[src/hdl/dbg_pkg.sv]
// shared constants for the debug mode controller
package dbg_pkg;
  localparam int TRACE_DEPTH = 10;
  localparam int TRACE_AW    = 4;
  localparam int SCAN_W      = 16;
  localparam int PC_W        = 16;
  localparam int BP_W        = 16;
  localparam int COND_N      = 4;
  localparam int CLK_HZ      = 20000000;
  localparam int STEP_TICK_MS = 100;
  // cycles of timer advance per stepped scan, rounded down (a longest time)
  localparam longint STEP_TICK_CYC = longint'(CLK_HZ) * STEP_TICK_MS / 1000;
  // stop cause codes
  localparam logic [2:0] CAUSE_NONE  = 3'h0;
  localparam logic [2:0] CAUSE_BREAK = 3'h1;
  localparam logic [2:0] CAUSE_STEP  = 3'h2;
  localparam logic [2:0] CAUSE_RUNG  = 3'h3;
  localparam logic [2:0] CAUSE_NSCAN = 3'h4;
  localparam logic [2:0] CAUSE_COND  = 3'h5;
  // reported mode identities
  localparam logic [2:0] MODE_HALT   = 3'h0;
  localparam logic [2:0] MODE_DHALT  = 3'h1;
  localparam logic [2:0] MODE_DRUN   = 3'h2;
  localparam logic [2:0] MODE_DSTOP  = 3'h3;
  localparam logic [2:0] MODE_SHALT  = 3'h5;
  localparam logic [2:0] MODE_SRUN   = 3'h6;
  localparam logic [2:0] MODE_SSTOP  = 3'h7;
  // run function select
  localparam logic [1:0] FN_FREE = 2'h0;
  localparam logic [1:0] FN_STEP = 2'h1;
  localparam logic [1:0] FN_RUNG = 2'h2;
  localparam logic [PC_W-1:0] PC_TOP = 16'h0000;
  typedef enum logic [3:0] {
    ST_OFF  = 4'h1,
    ST_HALT = 4'h2,
    ST_RUN  = 4'h4,
    ST_STOP = 4'h8
  } dstate_t;
endpackage

[src/hdl/trace_mem.sv]
`timescale 1ns/1ps
// small trace history memory with registered read data
module trace_mem #(
  parameter int DEPTH = 10,
  parameter int AW    = 4,
  parameter int DW    = 16
) (
  // clock
  input  wire logic          clk,
  input  wire logic          ce,
  // write side
  input  wire logic          wrEn,
  input  wire logic [AW-1:0] wrAddr,
  input  wire logic [DW-1:0] wrData,
  // read side
  input  wire logic [AW-1:0] rdAddr,
  output logic      [DW-1:0] rdData
);
  logic [DW-1:0] mem [DEPTH];

  // write port plus registered read
  always_ff @(posedge clk) begin
    if (ce) begin
      if (wrEn) begin
        mem[wrAddr] <= wrData;
      end
      rdData <= mem[rdAddr];
    end
  end
endmodule // trace_mem

[src/hdl/program_debug_mode_controller.sv]
`timescale 1ns/1ps
// debug mode sub-mode machine and run control for the scan controller
// Notes on behaviour
// - debug entry accepted only from halted mode; enters debug-halted.
// - debug-halted allows configuration and forces all outputs off.
// - running pauses when stop condition met; paused holds outputs.
// - cause of each running-to-paused transition is recorded for readback.
// - isolation stops input sampling and output forwarding.
// - isolation reports isolated sub-mode identities.
// - last 10 scans of trace kept during runs, not when stepping.
// - one breakpoint with hit count; zero disables it.
// - initial start reinitialises and starts top; continue resumes.
// - launch from debug-halted always forces initial start.
// - step from halted pauses at top; from paused executes one.
// - taken call or branch makes its target the next pause point; rung step never pauses at a taken target.
// - counted loop runs fully then pauses after the loop.
// - interrupts still run while stepping but are not traced.
// - rung step pauses at next rung start, not inside calls.
// - scan count 0 disables; otherwise run that many scans then pause.
// - AND/OR of four conditions checked at end of scan or breakpoint.
// - no initial load on debug-halted to running transition.
// - timers normal when free running; 100 ms per scan when stepping.
// - sub-programs not interrupted while stepping.
// - interrupts inhibited halted, pending paused, enabled running.
module program_debug_mode_controller #(
  parameter int SCAN_W = dbg_pkg::SCAN_W,
  parameter int PC_W   = dbg_pkg::PC_W,
  parameter int BP_W   = dbg_pkg::BP_W
) (
  // clock and reset
  input  wire logic              clk,
  input  wire logic              rst,
  input  wire logic              ce,
  // terminal commands (one-cycle pulses)
  input  wire logic              cmdEnter,
  input  wire logic              cmdExit,
  input  wire logic              cmdStart,
  input  wire logic              startContinue,
  input  wire logic [1:0]        runFunc,
  // execution conditions
  input  wire logic              isolateIo,
  input  wire logic [BP_W-1:0]   bpCount,
  input  wire logic [PC_W-1:0]   bpAddr,
  input  wire logic [SCAN_W-1:0] scanCount,
  input  wire logic              condEnable,
  input  wire logic              condOr,
  input  wire logic              condAtBreak,
  input  wire logic [3:0]        condTerms,
  // execution engine status
  input  wire logic              hostHalted,
  input  wire logic              instrFetch,
  input  wire logic [PC_W-1:0]   fetchPc,
  input  wire logic              scanEnd,
  input  wire logic              rungStart,
  input  wire logic              takenTarget,
  input  wire logic              inLoop,
  input  wire logic              inSubroutine,
  input  wire logic              inInterrupt,
  // execution engine control
  output logic                   debugActive,
  output logic                   execEnable,
  output logic                   initUserData,
  output logic                   initialLoad,
  output logic [PC_W-1:0]        startPc,
  output logic                   startPulse,
  output logic                   subprogInterruptEn,
  output logic                   timerStepMode,
  output logic                   timerStepTick,
  output logic                   intInhibit,
  output logic                   intPending,
  // i/o gating
  input  wire logic [15:0]       extInputs,
  output logic [15:0]            input_points,
  input  wire logic [15:0]       output_points,
  output logic [15:0]            outModules,
  // status readback
  output logic [2:0]             modeId,
  output logic [2:0]             stopCause,
  input  wire logic [3:0]        traceRdAddr,
  output logic [PC_W-1:0]        traceRdData
);
  dbg_pkg::dstate_t state_r, state_nxt;
  logic [2:0]        cause_r;
  logic [BP_W-1:0]   bpHits_r;
  logic [SCAN_W-1:0] scans_r;
  logic [PC_W-1:0]   resumePc_r;
  logic [1:0]        func_r;
  logic [3:0]        trPtr_r;
  logic [15:0]       outHold_r;
  logic              halted, running, paused, stepping;
  logic              bpHit, bpStop, nscanStop, condMet, condStop, stepStop, rungStop;
  logic              stopNow, launch, exitNow;
  logic              skipFirst_r;
  logic [2:0]        causeNxt;

  function automatic logic comb4(input logic [3:0] t, input logic orMode);
    comb4 = orMode ? |t : &t;
  endfunction

  assign halted   = state_r == dbg_pkg::ST_HALT;
  assign running  = state_r == dbg_pkg::ST_RUN;
  assign paused   = state_r == dbg_pkg::ST_STOP;
  assign stepping = func_r != dbg_pkg::FN_FREE;

  // stop sources; a loop body never pauses a step or rung, a taken target only never pauses a rung
  assign bpHit     = running && instrFetch && fetchPc == bpAddr && bpCount != '0;
  assign bpStop    = bpHit && bpHits_r + BP_W'(1) == bpCount;
  assign nscanStop = running && scanEnd && scanCount != '0
                     && scans_r + SCAN_W'(1) == scanCount;
  assign condMet   = condEnable && comb4(condTerms, condOr);
  assign condStop  = running && condMet && (condAtBreak ? bpHit : scanEnd);
  // step pauses at next fetched instruction, following taken targets
  assign stepStop  = running && func_r == dbg_pkg::FN_STEP && instrFetch
                     && !inLoop && !inInterrupt && !skipFirst_r;
  // rung pauses only at top-level rung starts
  assign rungStop  = running && func_r == dbg_pkg::FN_RUNG && rungStart && !skipFirst_r
                     && !inSubroutine && !inLoop && !inInterrupt && !takenTarget;
  assign stopNow   = bpStop || nscanStop || condStop || stepStop || rungStop;
  assign launch    = cmdStart && (halted || paused);
  assign exitNow   = cmdExit && state_r != dbg_pkg::ST_OFF;

  // cause priority: breakpoint, condition, scans, step kind
  assign causeNxt = bpStop    ? dbg_pkg::CAUSE_BREAK :
                    condStop  ? dbg_pkg::CAUSE_COND  :
                    nscanStop ? dbg_pkg::CAUSE_NSCAN :
                    stepStop  ? dbg_pkg::CAUSE_STEP  : dbg_pkg::CAUSE_RUNG;

  // sub-mode machine
  always_comb begin
    state_nxt = state_r;
    case (state_r)
      dbg_pkg::ST_OFF:  if (cmdEnter && hostHalted) state_nxt = dbg_pkg::ST_HALT;
      dbg_pkg::ST_HALT: if (exitNow) state_nxt = dbg_pkg::ST_OFF;
                        else if (launch) state_nxt = dbg_pkg::ST_RUN;
      dbg_pkg::ST_RUN:  if (exitNow) state_nxt = dbg_pkg::ST_OFF;
                        else if (stopNow) state_nxt = dbg_pkg::ST_STOP;
      dbg_pkg::ST_STOP: if (exitNow) state_nxt = dbg_pkg::ST_OFF;
                        else if (launch) state_nxt = dbg_pkg::ST_RUN;
      default:          state_nxt = dbg_pkg::ST_OFF;
    endcase
  end

  always_ff @(posedge clk) begin
    if (rst) begin
      state_r <= dbg_pkg::ST_OFF;
    end else if (ce) begin
      state_r <= state_nxt;
    end
  end

  // stop cause register, cleared on exit
  always_ff @(posedge clk) begin
    if (rst || (ce && exitNow)) begin
      cause_r <= dbg_pkg::CAUSE_NONE;
    end else if (ce && running && stopNow) begin
      cause_r <= causeNxt;
    end
  end

  // latched run function and resume point
  always_ff @(posedge clk) begin
    if (rst) begin
      func_r     <= dbg_pkg::FN_FREE;
      resumePc_r <= dbg_pkg::PC_TOP;
    end else if (ce) begin
      if (launch) func_r <= runFunc;
      if (running && stopNow) resumePc_r <= fetchPc;
    end
  end

  // a resume re-fetches the paused instruction first; it must run, not pause again
  always_ff @(posedge clk) begin
    if (rst) begin
      skipFirst_r <= 1'b0;
    end else if (ce) begin
      if (launch) skipFirst_r <= paused;
      else if (running && instrFetch) skipFirst_r <= 1'b0;
    end
  end

  // breakpoint hit and scan counters restart at each launch
  always_ff @(posedge clk) begin
    if (rst || (ce && launch)) begin
      bpHits_r <= '0;
      scans_r  <= '0;
    end else if (ce) begin
      if (bpHit) bpHits_r <= bpHits_r + BP_W'(1);
      if (running && scanEnd) scans_r <= scans_r + SCAN_W'(1);
    end
  end

  // launch controls; halted launch is always initial start
  logic initStart;
  assign initStart = halted || !startContinue;
  always_ff @(posedge clk) begin
    if (rst) begin
      startPulse   <= 1'b0;
      initUserData <= 1'b0;
      startPc      <= dbg_pkg::PC_TOP;
    end else if (ce) begin
      startPulse   <= launch;
      initUserData <= launch && initStart;
      if (launch) startPc <= initStart ? dbg_pkg::PC_TOP : resumePc_r;
    end
  end
  assign initialLoad = 1'b0; // never reloaded from debug-halted

  // step timer tick: one fixed advance per stepped scan
  always_ff @(posedge clk) begin
    if (rst) begin
      timerStepTick <= 1'b0;
    end else if (ce) begin
      timerStepTick <= running && stepping && scanEnd;
    end
  end
  assign timerStepMode      = debugActive && stepping;
  assign subprogInterruptEn = !(debugActive && stepping);

  // interrupt gating per sub-mode
  always_ff @(posedge clk) begin
    if (rst || (ce && (exitNow || running))) begin
      intPending <= 1'b0;
    end else if (ce && paused) begin
      intPending <= 1'b1;
    end
  end
  assign intInhibit  = halted;
  assign debugActive = state_r != dbg_pkg::ST_OFF;
  assign execEnable  = running;

  // output hold: off in halted, held in paused
  always_ff @(posedge clk) begin
    if (rst) begin
      outHold_r <= '0;
    end else if (ce && !paused) begin
      outHold_r <= output_points;
    end
  end
  always_ff @(posedge clk) begin
    if (rst) begin
      outModules   <= '0;
      input_points <= '0;
    end else if (ce) begin
      if (halted) outModules <= '0;
      else if (!(debugActive && isolateIo)) outModules <= paused ? outHold_r : output_points;
      if (!(debugActive && isolateIo)) input_points <= extInputs;
    end
  end

  // reported mode identity
  always_comb begin
    case (state_r)
      dbg_pkg::ST_HALT: modeId = isolateIo ? dbg_pkg::MODE_SHALT : dbg_pkg::MODE_DHALT;
      dbg_pkg::ST_RUN:  modeId = isolateIo ? dbg_pkg::MODE_SRUN  : dbg_pkg::MODE_DRUN;
      dbg_pkg::ST_STOP: modeId = isolateIo ? dbg_pkg::MODE_SSTOP : dbg_pkg::MODE_DSTOP;
      default:          modeId = dbg_pkg::MODE_HALT;
    endcase
  end
  assign stopCause = cause_r;

  // trace ring: free runs only, skipping interrupt code
  logic trWr;
  assign trWr = running && !stepping && scanEnd && !inInterrupt;
  always_ff @(posedge clk) begin
    if (rst) begin
      trPtr_r <= '0;
    end else if (ce && trWr) begin
      trPtr_r <= (trPtr_r == 4'(dbg_pkg::TRACE_DEPTH - 1)) ? 4'h0 : trPtr_r + 4'h1;
    end
  end
  trace_mem #(.DEPTH(dbg_pkg::TRACE_DEPTH), .AW(dbg_pkg::TRACE_AW), .DW(PC_W)) uTrace (
    .clk    (clk),
    .ce     (ce),
    .wrEn   (trWr),
    .wrAddr (trPtr_r),
    .wrData (fetchPc),
    .rdAddr (traceRdAddr),
    .rdData (traceRdData)
  );
endmodule // program_debug_mode_controller

[config.mk]
export PLATFORM = sky130hd
export DESIGN_NAME = program_debug_mode_controller
export DESIGN_NICKNAME = d
export VERILOG_FILES = /design/src/hdl/dbg_pkg.sv /design/src/hdl/trace_mem.sv /design/src/hdl/program_debug_mode_controller.sv
export SDC_FILE = /design/constraint.sdc
export NUM_CORES = 1
export LEC_CHECK = 0
export BUFFER_PORTS_ARGS = -buffer_cell sky130_fd_sc_hd__buf_2
export CORE_MARGIN = 2
export CORE_UTILIZATION = 39
export DETAILED_ROUTE_END_ITERATION = 10
export GPL_TIMING_DRIVEN = 0
export PLACE_DENSITY = 0.7
export SLEW_MARGIN = 10
export SYNTH_ARGS = -nofsm -noshare
export SYNTH_HDL_FRONTEND = slang
export SYNTH_SLANG_ARGS = --single-unit
[constraint.sdc]
create_clock -name clk -period 3.95 [get_ports clk]
set_clock_uncertainty 0.2 [all_clocks]
set_input_delay 0.5925 -clock clk [delete_from_list [all_inputs] [get_ports clk]]
set_output_delay 0.5925 -clock clk [all_outputs]
set_load 0.05 [all_outputs]
==> impl_metrics.ini <==
[timing]
tightest_slew_ps = 952
slew_violations = 0
setup_viol = 0
maxSlewHeadroom = 0.365
finalCriticalPeriod_ps = 3740
fin_crit_sh = 0.946
fin_tns_setup_ps = 0
rsz0062_at_grt = false
max_freq_mhz = 267
hold_viol = 0

[clocking]
cts_buffer_depth = 3
root_buffer = clkbuf_16
cts.htree.levels = 2
hold_buffers = 0
cts.sinks = 306
cts_tree = done
clk_latency_ps = 530
clk_pin_slew_ps = 60
cts_made_buffers = 35

[die]
die_area_sq_mm = 0.0356
coreArea_sq_mm = 0.0336
ios = 205
fp-row-count = 67
die_height_um = 189
die_w_um = 189
start_util = 0.396

[worst_setup_path]
slowest_stage = or4b_1
cp_max_fo = 12
required_ps = 3970
critPathTopFamily = simple AND/OR/NAND/NOR gates
cp.arrival_ps = 3760
timing.critical_path.cells = buf_2, or4b_1, buf_6, nor2_1, nand2_1, nor4_4, nand2_1, nor4_4, buf_8
critPathLaunchType = flop
crit_path_end_kind = flop
crit_type = flop to flop
cp_slowest_stage_delay_ps = 480
critPathBufInv = 3

[yosys]
async_flop_share = 0
synth_top_cell_area_share = 0.397
syn_area_sq_mm = 0.0133
synthCells = 1130
synth_edf_count = 176
ys_seq_area_frac = 0.592
synth_area_leaders = edfxtp_1, dfxtp_1, mux4_2
synth_ff_type = edfxtp_1
synth_seq_cells = 306
yosys.area.top_type = edfxtp_1
ys_types = 71
yosysWarningCount = 0
synth_nets = 1257
syn_avg_cell_area_sq_um = 11.8

[grt]
gr-usage-all-layers = 0.190
grt_use_met2 = 0.321
use_met3 = 0.0341
antenna_found_initial = 1
grt_start_max_net_pins = 20
met1_usage = 0.248
overflow = 0
grt_pass1_wl_um = 53200
grt.busiest_layer = met2
grt_pass1_vias = 9704

[drt]
antenna_left = 0
drt_iter0_drc = 785
vias_per_cell = 5.25
wl_per_cell_um = 18.3
drt_wl_total_um = 33900
drc = 0
drtPass1Iterations = 5
num_vias = 9758

[min_path]
hold_path.class = input port to flop

[finish]
mostFrequentLayoutCells = buf_2, edfxtp_1, nand2_1, dfxtp_1, a21oi_1
layout.cells.non_filler = 1858
layout.nets = 1510
layout_commonest_cell = buf_2
antenna_cells = 0
nFillCells = 3025
drive_gt1_frac = 0.236
syn2layout_area_growth_pct = 22.2

[power]
powerDensity_mw_per_mm2 = 435
peakVddDrop_v = 0.000327
p_leak_nw = 5.84

[place]
dp.cells = 1788
dp_hpwl_um = 25000
port_buffers = 202
place.gp.congestion = 0.921

[status]
status = complete, no violations

[job]
drv_cap = 0
[registers in the layout (all words and copies together), names as in the netlist]
register       cells
intPending         1
bpHits_r          16
state_r            4
timerStepTick      1
uTrace.mem       160
trPtr_r            4
uTrace.rdData     16
initUserData       1
func_r             2
outModules        16
stopCause          3
input_points      16
startPulse         1
startPc           16
skipFirst_r        1
outHold_r         16
scans_r           16
resumePc_r        16
[logic make-up after synthesis]
family	after synthesis	share of synthesized area
buffers and inverters	74	0.0257
AO/OA/AOI/OAI	191	0.0892
multiplexers	70	0.0827
adder cells (fa/ha/maj)	2	0.00188
XOR/XNOR	89	0.0585
other	1	0.000282
AND/OR/NAND/NOR	397	0.149
flip-flops	306	0.592
[worst paths after layout]
path / startpoint / to / slack [ps] / cells after the start
worst max-delay path: state_r[2]$_SDFFE_PP0P_ / uTrace.mem[1][13]$_DFFE_PP_ / 210 / 9
worst min-delay path: extInputs[13] / input_points[13]$_SDFFE_PP0P_ / 110 / 3
worst min register to register: input_points[14]$_SDFFE_PP0P_ / input_points[14]$_SDFFE_PP0P_ / 250 / 2
worst max register to register: state_r[2]$_SDFFE_PP0P_ / uTrace.mem[1][13]$_DFFE_PP_ / 210 / 9
[metal layers]
metal / routed length (um) / vias up / part of all wire
met1: 14700 / 4741 / 0.43
li1: - / 4665 / -
met2: 16500 / 298 / 0.49
met4: 837 / 2 / 0.025
met3: 1910 / 52 / 0.056
met5: 14 / - / 0.00041
[power by group]
part | internal [mW] | total (mW) | switching (mW)
clock network | 1.82 | 3.11 | 1.29
logic | 0.181 | 0.546 | 0.365
registers | 3.41 | 3.43 | 0.0166
total | 5.41 | 7.08 | 1.67
[timing repair]
action,4_1_cts,5_1_grt
pin swaps,0,2
buffers inserted,1,5
setup endpoints to repair,156,72
resized for setup,3,3
[cells in the mapped netlist, drive strengths merged, types with 17 or more instances]
master and number:
a21oi 99, buf 18, clkbuf 46, dfxtp 130, edfxtp 176, mux2i 38
mux4 32, nand2 139, nand2b 36, nand3 23, nand4 17, nor2 72
nor2b 23, nor4 19, o21ai 20, xnor2 60, xor2 29
[layout make-up]
type | instances | area, sq um | area share
Buffer | 64 | 292 | 0.0179
Clock buffer | 44 | 930 | 0.0571
Clock inverter | 20 | 189 | 0.0116
Inverter | 10 | 53.8 | 0.00331
Multi-Input combinational cell | 750 | 5180 | 0.318
Sequential cell | 306 | 7890 | 0.485
Tap cell | 448 | 561 | 0.0345
Timing Repair Buffer | 216 | 1170 | 0.0722
[worst register-to-register path, stage by stage, from the launching register on]
cell and delay (ps):
dfxtp_1 300, buf_2 170, or4b_1 480, buf_6 180
nor2_1 340, nand2_1 270, nor4_4 420, nand2_1 390
nor4_4 460, buf_8 220
[metrics by stage]
step / setup slack (ps) / utilization / total power, mW / instance area [sq um] / hold slack (ps)
floorplan: 21.6 / - / 3.82 / 13300 / 237
global placement: -2290 / 0.443 / 4.03 / 14900 / 240
detailed placement: -1270 / 0.448 / 4.04 / 15000 / 243
CTS: 11.1 / 0.482 / 7.17 / 16200 / 85.3
global route: 22.4 / 0.484 / 7.33 / 16300 / 108
finish: 212 / 0.484 / 7.08 / 16300 / 109
No activity file was read; power rests on OpenSTA's default activity.
